[config.mk]
export PLATFORM = sky130hd
export DESIGN_NAME = sdi_device_flat
export DESIGN_NICKNAME = d
export VERILOG_FILES = /design/src/logic/sdi_pkg.sv /design/src/logic/sdi_link_if.sv /design/src/logic/sdi_sync.sv /design/src/logic/sdi_device.sv /design/src/flat_wrapper.sv
export SDC_FILE = /design/constraint.sdc
export NUM_CORES = 1
export LEC_CHECK = 0
export ABC_CLOCK_PERIOD_IN_PS = 2670
export BUFFER_PORTS_ARGS = -buffer_cell sky130_fd_sc_hd__clkbuf_2
export CAP_MARGIN = 20
export CORE_UTILIZATION = 34
export DETAILED_ROUTE_END_ITERATION = 8
export SETUP_SLACK_MARGIN = 0.05
export SLEW_MARGIN = 10
export SYNTH_ARGS = -nofsm -noshare
export SYNTH_HDL_FRONTEND = slang
export SYNTH_SLANG_ARGS = --single-unit
[constraint.sdc]
create_clock -name clk_i -period 2.67 [get_ports clk_i]
set_clock_uncertainty 0.15 [all_clocks]
set_input_delay 0.534 -clock clk_i [delete_from_list [all_inputs] [get_ports clk_i]]
set_output_delay 0.534 -clock clk_i [all_outputs]
set_load 0.005 [all_outputs]
[src/logic/sdi_pkg.sv]
package sdi_pkg;
  // ---------------------------------------------------------------
  // chain and bytes
  // ---------------------------------------------------------------
  localparam int SDI_MAX_DEVICES = 31;
  localparam int SDI_BYTE_W = 8;
  // command byte fields
  localparam int SDI_CMD_MAGNET = 0;
  localparam int SDI_CMD_FORCE_LO = 1;
  localparam int SDI_CMD_RESET = 7;
  // state report byte fields
  localparam int SDI_RSP_OUT_ON = 0;
  localparam int SDI_RSP_ACTUATOR = 1;
  localparam int SDI_RSP_LOCKED = 2;
  localparam int SDI_RSP_INPUTS = 4;
  localparam int SDI_RSP_WARN = 6;
  localparam int SDI_RSP_ERR = 7;
  // warning and error detail fields
  localparam int SDI_DET_OUT1 = 0;
  localparam int SDI_DET_OUT2 = 1;
  localparam int SDI_DET_CROSS = 2;
  localparam int SDI_DET_TEMP = 3;
  localparam int SDI_DET_FORCE = 4;
  localparam int SDI_DET_INTERNAL = 5;
  localparam int SDI_DET_COMM = 6;
  localparam int SDI_DET_UNDERV = 7;
  localparam logic [7:0] SDI_BYTE_RST = 8'h00;
  localparam logic [7:0] SDI_OUT_FAULT_MASK = 8'h07;
  // ---------------------------------------------------------------
  // timing
  // ---------------------------------------------------------------
  localparam longint SDI_CLK_HZ = 40000000;
  localparam longint SDI_WARN_MIN = 30;
  localparam longint SDI_WARN_CYCLES = SDI_WARN_MIN * 64'd60 * SDI_CLK_HZ;
  localparam int SDI_COMM_TIMEOUT_CYCLES = 4000;
  // ---------------------------------------------------------------
  // host register map (wishbone byte addresses)
  // ---------------------------------------------------------------
  localparam logic [7:0] SDI_REG_CMD = 8'h00;
  localparam logic [7:0] SDI_REG_RSP = 8'h04;
  localparam logic [7:0] SDI_REG_WARN = 8'h08;
  localparam logic [7:0] SDI_REG_ERR = 8'h0C;
  localparam logic [7:0] SDI_REG_IRQ_STAT = 8'h10;
  localparam logic [7:0] SDI_REG_IRQ_CLR = 8'h14;
  localparam logic [7:0] SDI_REG_IRQ_EN = 8'h18;
  localparam int SDI_IRQ_W = 3;
  localparam int SDI_IRQ_NEWDATA = 0;
  localparam int SDI_IRQ_WARN = 1;
  localparam int SDI_IRQ_ERR = 2;
endpackage

[src/logic/sdi_link_if.sv]
`timescale 1ns/1ps
`default_nettype none
// one device slot of the chain: command byte out, three status bytes back
interface sdi_link_if;
  logic [7:0] cmd;
  logic cmd_valid;
  logic [7:0] rsp;
  logic [7:0] warn;
  logic [7:0] err;
  logic rsp_valid;
  modport ctrl (output cmd, output cmd_valid, input rsp, input warn, input err, input rsp_valid);
  modport dev (input cmd, input cmd_valid, output rsp, output warn, output err, output rsp_valid);
endinterface
`default_nettype wire

[src/logic/sdi_sync.sv]
`timescale 1ns/1ps
`default_nettype none
// three-stage input filter: a change counts once stages two and three agree
module sdi_sync #(
  parameter int W = 1
) (
  input wire logic clk_i,
  input wire logic rst_i,
  input wire logic [W-1:0] d_i,
  output logic [W-1:0] q_o
);
  logic [W-1:0] s1_q, s2_q, s3_q;
  always_ff @(posedge clk_i) begin
    if (rst_i) begin
      s1_q <= '0;
      s2_q <= '0;
      s3_q <= '0;
      q_o <= '0;
    end else begin
      s1_q <= d_i;
      s2_q <= s1_q;
      s3_q <= s2_q;
      for (int i = 0; i < W; i++) begin
        if (s2_q[i] == s3_q[i]) begin
          q_o[i] <= s3_q[i];
        end
      end
    end
  end
endmodule
`default_nettype wire

[src/logic/sdi_device.sv]
`timescale 1ns/1ps
`default_nettype none
module sdi_device
  import sdi_pkg::*;
#(
  parameter bit ACTUATOR_VARIANT = 1'b0,
  parameter longint WARN_CYCLES = sdi_pkg::SDI_WARN_CYCLES,
  parameter int COMM_TIMEOUT = sdi_pkg::SDI_COMM_TIMEOUT_CYCLES
) (
  input wire logic clk_i,
  input wire logic rst_i,
  input wire logic power_on_rst_i,
  sdi_link_if.dev link,
  input wire logic guard_closed_i,
  input wire logic actuator_in_i,
  input wire logic lock_engaged_i,
  input wire logic safety_input_one_i,
  input wire logic safety_input_two_i,
  input wire logic [7:0] warn_cause_i,
  input wire logic [7:0] err_cause_i,
  output logic safety_output_one_o,
  output logic safety_output_two_o,
  output logic magnet_o,
  output logic [2:0] force_sel_o
);
  import sdi_pkg::*;
  // ---------------------------------------------------------------
  // pin filtering
  // ---------------------------------------------------------------
  logic [20:0] raw_w, syn_w;
  assign raw_w = {warn_cause_i, err_cause_i, safety_input_two_i, safety_input_one_i,
                  lock_engaged_i, actuator_in_i, guard_closed_i};
  sdi_sync #(.W(21)) u_sync (
    .clk_i(clk_i),
    .rst_i(rst_i),
    .d_i(raw_w),
    .q_o(syn_w)
  );
  logic guard_w, act_w, lock_w, in1_w, in2_w;
  logic [7:0] ecause_w, wcause_w;
  assign guard_w = syn_w[0];
  assign act_w = syn_w[1];
  assign lock_w = syn_w[2];
  assign in1_w = syn_w[3];
  assign in2_w = syn_w[4];
  assign ecause_w = syn_w[12:5];
  assign wcause_w = syn_w[20:13];
  // ---------------------------------------------------------------
  // command intake and link watchdog
  // ---------------------------------------------------------------
  logic [7:0] cmd_q;
  logic reset_prev_q;
  logic [31:0] comm_cnt_q;
  logic comm_lost_q;
  always_ff @(posedge clk_i) begin
    if (rst_i) begin
      cmd_q <= SDI_BYTE_RST;
      reset_prev_q <= 1'b0;
    end else if (link.cmd_valid) begin
      cmd_q <= link.cmd;
      reset_prev_q <= cmd_q[SDI_CMD_RESET];
    end else begin
      reset_prev_q <= cmd_q[SDI_CMD_RESET];
    end
  end
  always_ff @(posedge clk_i) begin
    if (rst_i) begin
      comm_cnt_q <= '0;
      comm_lost_q <= 1'b0;
    end else if (link.cmd_valid) begin
      comm_cnt_q <= '0;
      comm_lost_q <= 1'b0;
    end else if (comm_cnt_q >= 32'(COMM_TIMEOUT)) begin
      comm_lost_q <= 1'b1;
    end else begin
      comm_cnt_q <= comm_cnt_q + 32'd1;
    end
  end
  logic reset_fall_w;
  assign reset_fall_w = reset_prev_q & ~cmd_q[SDI_CMD_RESET];
  // ---------------------------------------------------------------
  // error latch
  // ---------------------------------------------------------------
  logic [7:0] err_q;
  logic multi_lock_q;
  logic warn_expired_q;
  logic [63:0] warn_cnt_q;
  logic out_on_q;
  logic release_w;
  logic [7:0] err_set_w, keep_out_w;
  assign err_set_w = ecause_w | (warn_expired_q ? wcause_w : 8'h00);
  // output faults survive until outputs are released again
  assign keep_out_w = err_q & SDI_OUT_FAULT_MASK & {8{~release_w}};
  always_ff @(posedge clk_i) begin
    if (power_on_rst_i) begin
      err_q <= SDI_BYTE_RST;
    end else if (reset_fall_w || !guard_w) begin
      err_q <= err_set_w | keep_out_w; // set wins over clear
    end else begin
      err_q <= err_q | err_set_w;
    end
  end
  // only a power cycle clears a multiple output fault, not rst_i
  always_ff @(posedge clk_i) begin
    if (power_on_rst_i) begin
      multi_lock_q <= 1'b0;
    end else if ((ecause_w[SDI_DET_OUT1] && ecause_w[SDI_DET_OUT2]) ||
                 (wcause_w[SDI_DET_OUT1] && wcause_w[SDI_DET_OUT2])) begin
      multi_lock_q <= 1'b1;
    end
  end
  // ---------------------------------------------------------------
  // warning timer: longint width covers 30 min at 40 MHz
  // ---------------------------------------------------------------
  always_ff @(posedge clk_i) begin
    if (rst_i || wcause_w == 8'h00) begin
      warn_cnt_q <= '0;
      warn_expired_q <= 1'b0;
    end else if (warn_cnt_q >= 64'(WARN_CYCLES - 1)) begin
      warn_expired_q <= 1'b1;
    end else begin
      warn_cnt_q <= warn_cnt_q + 64'd1;
    end
  end
  // ---------------------------------------------------------------
  // safety outputs and actuators
  // ---------------------------------------------------------------
  logic enable_w, any_err_w, ready_w;
  assign any_err_w = (err_q != 8'h00) || multi_lock_q;
  // ready ignores the latch, else a latched output fault could never see a release
  assign ready_w = guard_w && act_w && in1_w && in2_w && !multi_lock_q &&
                   (lock_w || ACTUATOR_VARIANT);
  assign enable_w = ready_w && !any_err_w;
  assign release_w = ready_w && !out_on_q;
  always_ff @(posedge clk_i) begin
    if (rst_i) begin
      out_on_q <= 1'b0;
      magnet_o <= 1'b0;
      force_sel_o <= 3'h0;
    end else if (!comm_lost_q || any_err_w) begin
      out_on_q <= enable_w; // frozen while link is lost, unless an error is latched
      magnet_o <= cmd_q[SDI_CMD_MAGNET];
      force_sel_o <= cmd_q[SDI_CMD_FORCE_LO +: 3];
    end
  end
  assign safety_output_one_o = out_on_q;
  assign safety_output_two_o = out_on_q;
  // ---------------------------------------------------------------
  // status bytes, all active high
  // ---------------------------------------------------------------
  logic [7:0] rsp_q, warn_q, errb_q;
  logic rsp_valid_q;
  logic [7:0] wdet_w, edet_w;
  always_comb begin
    wdet_w = wcause_w;
    wdet_w[SDI_DET_COMM] = comm_lost_q;
    edet_w = err_q;
    if (ACTUATOR_VARIANT) begin
      edet_w[SDI_DET_COMM] = 1'b0;
    end
    if (multi_lock_q) begin
      edet_w[SDI_DET_CROSS] = 1'b1;
    end
  end
  always_ff @(posedge clk_i) begin
    if (rst_i) begin
      rsp_q <= SDI_BYTE_RST;
      warn_q <= SDI_BYTE_RST;
      errb_q <= SDI_BYTE_RST;
      rsp_valid_q <= 1'b0;
    end else begin
      rsp_q <= 8'h00;
      rsp_q[SDI_RSP_OUT_ON] <= out_on_q;
      rsp_q[SDI_RSP_ACTUATOR] <= guard_w && act_w;
      rsp_q[SDI_RSP_LOCKED] <= lock_w;
      rsp_q[SDI_RSP_INPUTS] <= in1_w && in2_w;
      rsp_q[SDI_RSP_WARN] <= (wdet_w != 8'h00) && !any_err_w;
      rsp_q[SDI_RSP_ERR] <= any_err_w;
      warn_q <= wdet_w;
      errb_q <= edet_w;
      rsp_valid_q <= 1'b1;
    end
  end
  assign link.rsp = rsp_q;
  assign link.warn = warn_q;
  assign link.err = errb_q;
  assign link.rsp_valid = rsp_valid_q;
endmodule
`default_nettype wire

[src/flat_wrapper.sv]
// flat-port wrapper written by rule: the top's interface ports become plain ports
module sdi_device_flat import sdi_pkg::*;
#(
  parameter bit ACTUATOR_VARIANT = 1'b0,
  parameter longint WARN_CYCLES = sdi_pkg::SDI_WARN_CYCLES,
  parameter int COMM_TIMEOUT = sdi_pkg::SDI_COMM_TIMEOUT_CYCLES
)
  (clk_i, rst_i, power_on_rst_i, guard_closed_i, actuator_in_i, lock_engaged_i, safety_input_one_i, safety_input_two_i, warn_cause_i, err_cause_i, safety_output_one_o, safety_output_two_o, magnet_o, force_sel_o, link_cmd, link_cmd_valid, link_rsp, link_warn, link_err, link_rsp_valid);
  sdi_link_if link_i ();
  input wire logic clk_i;
  input wire logic rst_i;
  input wire logic power_on_rst_i;
  input wire logic guard_closed_i;
  input wire logic actuator_in_i;
  input wire logic lock_engaged_i;
  input wire logic safety_input_one_i;
  input wire logic safety_input_two_i;
  input wire logic [7:0] warn_cause_i;
  input wire logic [7:0] err_cause_i;
  output logic safety_output_one_o;
  output logic safety_output_two_o;
  output logic magnet_o;
  output logic [2:0] force_sel_o;
  input wire logic [$bits(link_i.cmd)-1:0] link_cmd;
  input wire logic [$bits(link_i.cmd_valid)-1:0] link_cmd_valid;
  output wire logic [$bits(link_i.rsp)-1:0] link_rsp;
  output wire logic [$bits(link_i.warn)-1:0] link_warn;
  output wire logic [$bits(link_i.err)-1:0] link_err;
  output wire logic [$bits(link_i.rsp_valid)-1:0] link_rsp_valid;
  assign link_i.cmd = link_cmd;
  assign link_i.cmd_valid = link_cmd_valid;
  assign link_rsp = link_i.rsp;
  assign link_warn = link_i.warn;
  assign link_err = link_i.err;
  assign link_rsp_valid = link_i.rsp_valid;
  sdi_device #(.ACTUATOR_VARIANT(ACTUATOR_VARIANT), .WARN_CYCLES(WARN_CYCLES), .COMM_TIMEOUT(COMM_TIMEOUT)) u_core (.clk_i(clk_i), .rst_i(rst_i), .power_on_rst_i(power_on_rst_i), .link(link_i), .guard_closed_i(guard_closed_i), .actuator_in_i(actuator_in_i), .lock_engaged_i(lock_engaged_i), .safety_input_one_i(safety_input_one_i), .safety_input_two_i(safety_input_two_i), .warn_cause_i(warn_cause_i), .err_cause_i(err_cause_i), .safety_output_one_o(safety_output_one_o), .safety_output_two_o(safety_output_two_o), .magnet_o(magnet_o), .force_sel_o(force_sel_o));
endmodule
After elaboration in Yosys (flattened, before gate mapping)
Cells that the tools add are included.
Widths: inputs -> output; s select.
- output and inout bits: 31
- bits in registers: 230
- logic and storage cells: 101
- input bits: 33
- multiplexer cells: 4
- $lt $le $gt $ge: 2
- add/sub/neg operators: 2
- bitwise operators: 7
- eq/ne operators: 21
- reductions and logical operators: 25
- operators by type and width (cell ; number):
    $add 64x1->64 const B ; 1
    $ge 64x37->1 const B ; 1
    $add 32x1->32 const B ; 1
    $ge 32x12->1 const B ; 1
    $or 8x8->8 ; 3
    $eq 1x1->1 ; 21
    $mux 8 ; 2
    $reduce_bool 8->1 ; 2
    $logic_and 1x1->1 ; 11
    $and 3x8->8 ; 1
    $logic_not 8->1 ; 1
    $logic_not 1->1 ; 5
    $logic_or 1x1->1 ; 5
    $mux 1 ; 2
    $not 1->1 ; 2
    $reduce_or 2->1 ; 1
    $and 1x1->1 ; 1

Longest topological paths before layout
- depth in word-level cells: 10
- depth in mapped cells: 9

Modules after synthesis
From an unflattened synthesis, not the netlist that was laid out.
- cell total of the unflattened synthesis: 781
- area total of the unflattened synthesis: 7762.4 sq um
- by module, submodules not included (module ; area an instance (sq um) ; instances ; cells each):
    sdi_device ; 5308.8 ; 1 ; 562
    sdi_sync ; 2453.6 ; 1 ; 219

Worst setup path after synthesis
Ideal clock, no wire load.
- path type: register to register
- start: reg u_core.warn_cnt_q[32]
- end: reg u_core.warn_cnt_q[20]
- data required time: 2392 ps
- setup time: 128 ps
- stages on the path, launching flop included: 9
- path slack: 328 ps
- buffers on the path: 2
- data arrival time: 2065 ps
- cells stage by stage: dfxtp_1 -> or4_1 -> or4_1 -> a2111o_1 -> buf_6 -> buf_6 -> nand4_1 -> xor2_1 -> nor2_1
- longest elaborated chain between the ends: 1
- RTL lines (item ; RTL line ; text):
    start, declared ; sdi_device.sv:87 ; logic [63:0] warn_cnt_q;
    start signal, assigned ; sdi_device.sv:122 ; warn_cnt_q <= warn_cnt_q + 64'd1;
    $ge 64x37->1 ; sdi_device.sv:119 ; end else if (warn_cnt_q >= 64'(WARN_CYCLES - 1)) begin
No other way between the ends.
A chain may end at the register's enable or synchronous reset.

Worst setup path after layout
- start: reg u_core.warn_cnt_q[32]
- end: reg u_core.warn_cnt_q[8]
Same word-level chain as after synthesis.

==> summary.txt <==
result of the run - finished clean
total power density per cell area - 756.4 nW/um2
Layout Nets - 880
Slew headroom - 0.4407
Top FF cell, synth - dfxtp_1
mean area per synthesized cell - 9.877 um2
post-synthesis register bit count - 225
source-to-sink clock delay at the later pin of the worst-skew pair - 500 ps
vias post-DR - 5220
buffers added on ports - 58
DRC - 0
top cells by count, synth - dfxtp_1, nor2b_1, nor2_1
top-count cell post-synth - dfxtp_1
sum of overflow across all layers after global routing - 0
overall routing resource usage - 0.1217
Initial Util - 0.3488
Buffers & Inverters on Critical Path - 1
highest ir drop seen on vdd - 415.6 uV
clock tree from TritonCTS - yes
critical path class - flop to flop
Initial DRT Pass Iterations - 4
Design Power - 6953 uW
final core occ - 0.4199
post-DP HPWL - 8936 um
die width - 151.9 um
instance count of the mapped netlist - 773
root buffer cell - clkbuf_16
fraction of final layout cells sized beyond drive strength 1 - 0.1545
first-pass GRT wire length - 23740 um
post-route clock period utilization - 0.9639
worst-case setup margin in the final layout - 96.36 ps
clock slew seen by the registers of the worst setup and hold paths - 60 ps
Post-synth EDFFs - 0
category of the worst setup path capture point - flop
number of antenna violations at the first check in global routing - 0
via count of the first global-routing pass - 4871
number of buffers added by the clock tree synthesis step - 24
Synthesis Warnings - 0
design area - 9193 um2
element type at the critical path start - flop
clk buf depth - 3
Critical Path Max Stage Delay - 530 ps
number of antenna diodes - 0
cell types with the largest area share after synthesis - dfxtp_1, nor2b_1, and2_1, nor2_1, xor2_1
Crit path required time - 2910 ps
hold violation count in the final report - 0
Final ANT Viol Nets - 0
cell taking the most area after synthesis - dfxtp_1
die area - 23060 um2
sum of routed wire length over all layers - 13850 um
CP delay by family, top - simple AND/OR/NAND/NOR gates
most frequent CP cell - or4_4
class of the tightest hold or removal check - input pin to flop
number of distinct library cell variants in the gate-level netlist after synthesis - 44
Post-Place Worst Slack - 113.9 ps
cell with the largest stage delay on the worst path - a2111o_1
worst reg2reg setup slack - 100 ps
cells along the critical path - or4_4 -> or4_4 -> a2111o_1 -> buf_6 -> nand4_1 -> xor2_1 -> nor2_1
post-layout min period - 2574 ps
max-cap viol count - 0
vias per cell - 4.575
total negative setup slack - 0 ps
final weighted congestion of routability-driven global placement - 0.7718
area share of the largest cell type after synthesis - 0.5900
number of placed I/O pins - 64
slew of the pin with the lowest slew margin - 831.5 ps
fraction of registers with async set/reset - 0
clk sink count - 225
RSZ-0062 raised after global routing - yes
leakage power - 0.003556 uW
routed length per placed instance - 12.14 um
Placed Instance Area - 8305 um2
final max-slew violation count - 0
Vert. Die Dim - 151.9 um
worst path arrival time - 2810 ps
maximum number of pins on one net before global-route repair - 107
H-tree depth reported by CTS - 1
Finish-stage setup viols - 0
largest driver fanout on the critical path - 8
highest achievable clock rate - 388.6 MHz
post-synthesis cell area - 7635 um2
growth of design area from synthesis to finish - 20.40%
area of the core - 21890 um2
Iteration-0 DRC Markers - 199
share of synthesized area occupied by flip-flops and latches - 0.5900
Site Rows - 54
[flip-flops by register name, summed over array words and instances (netlist names), 3 cells and up]
name and count:
u_core.u_sync.s1_q 21, u_core.force_sel_o 3, u_core.comm_cnt_q 32, u_core.cmd_q 5
u_core.warn_cnt_q 64, u_core.link.err 8, u_core.u_sync.s2_q 21, u_core.link.rsp 6
u_core.err_q 8, u_core.u_sync.s3_q 21, u_core.u_sync.q_o 21, u_core.link.warn 8
[through the flow]
stage	std cells	hold slack, ps
final	1141	91.97
after global routing	1141	78.21
after CTS	1139	75.19
after detailed placement	1096	270.4
after global placement	1096	266.0
after floorplan	774	263.8
[kinds of logic (layout without fill, tap and decap cells)]
logic type,after synthesis,count (layout),share of synthesized area
simple gates,376,376,0.2676
fa+ha+maj,3,3,0.004917
buf+inv,45,132,0.02589
other cells,1,2,0.0004912
xor+xnor,30,30,0.03442
flops,225,225,0.5900
mux,9,9,0.01180
compound gates,84,84,0.06490
[per-layer routing]
metal / routed length, um / GRT usage / share of wire / up-vias
li1: - / - / - / 2767
met1: 7006 / 0.1664 / 0.51 / 2366
met2: 6088 / 0.1935 / 0.44 / 69
met3: 506 / 0.02253 / 0.037 / 18
met4: 252 / 0.03905 / 0.018 / 0
met5: 0 / 0 / 0 / -
[where the power goes]
part / total, uW / internal [uW] / switching [uW] / leakage [uW]
logic: 124 / 56.0 / 68.0 / 0.00131
registers: 3430 / 3410 / 21.1 / 0.00183
clock network: 3400 / 2120 / 1280 / 0.000416
[timing repair]
| item | 4_1_cts | 5_1_grt |
|---|---|---|
| hold endpoints to repair | 0 | 0 |
| gates resized for setup | 0 | 6 |
| setup buffers | 0 | 2 |
| endpoints found under the setup margin | 0 | 8 |
| hold buffers | 0 | 0 |
[cell usage in the layout, fill, tap and decap left out, types with 3 or more instances in the layout]
cell / instances
xor2_1: 28
and3_1: 12
buf_4: 18
nand4_1: 15
or3_1: 6
dfxtp_1: 224
nand2_1: 59
mux2i_1: 9
nor4_1: 19
and2_1: 47
and4_1: 5
clkbuf_8: 8
a221oi_1: 9
o211ai_1: 8
inv_1: 10
o21ai_0: 26
nor3_1: 8
clkinv_2: 3
or4_1: 10
a21oi_1: 33
ha_1: 3
buf_12: 3
nand3_1: 28
clkbuf_2: 57
clkbuf_16: 25
nor2b_1: 79
nor2_1: 72
[final timing paths]
| path | start | endpoint | cells past startpoint |
|---|---|---|---|
| worst max-delay path | u_core.warn_cnt_q[32]$_SDFFE_PP0N_ | u_core.warn_cnt_q[8]$_SDFFE_PP0N_ | 7 |
| worst max register to register | u_core.warn_cnt_q[32]$_SDFFE_PP0N_ | u_core.warn_cnt_q[8]$_SDFFE_PP0N_ | 7 |
| worst min-delay path | safety_input_one_i | u_core.u_sync.s1_q[3]$_SDFF_PP0_ | 2 |
| worst min register to register | u_core.u_sync.s1_q[6]$_SDFF_PP0_ | u_core.u_sync.s2_q[6]$_SDFF_PP0_ | 1 |
[layout make-up]
class | instances | area (um2)
fill | 2148 | 12700
multi-input combinational | 504 | 2960
timing repair buffer | 79 | 491.7
clock buffer | 34 | 739.5
tap | 280 | 350.3
sequential | 225 | 4506
clock inverter | 9 | 107.6
inverter | 10 | 37.54
No activity file was read; power rests on OpenSTA's default activity.
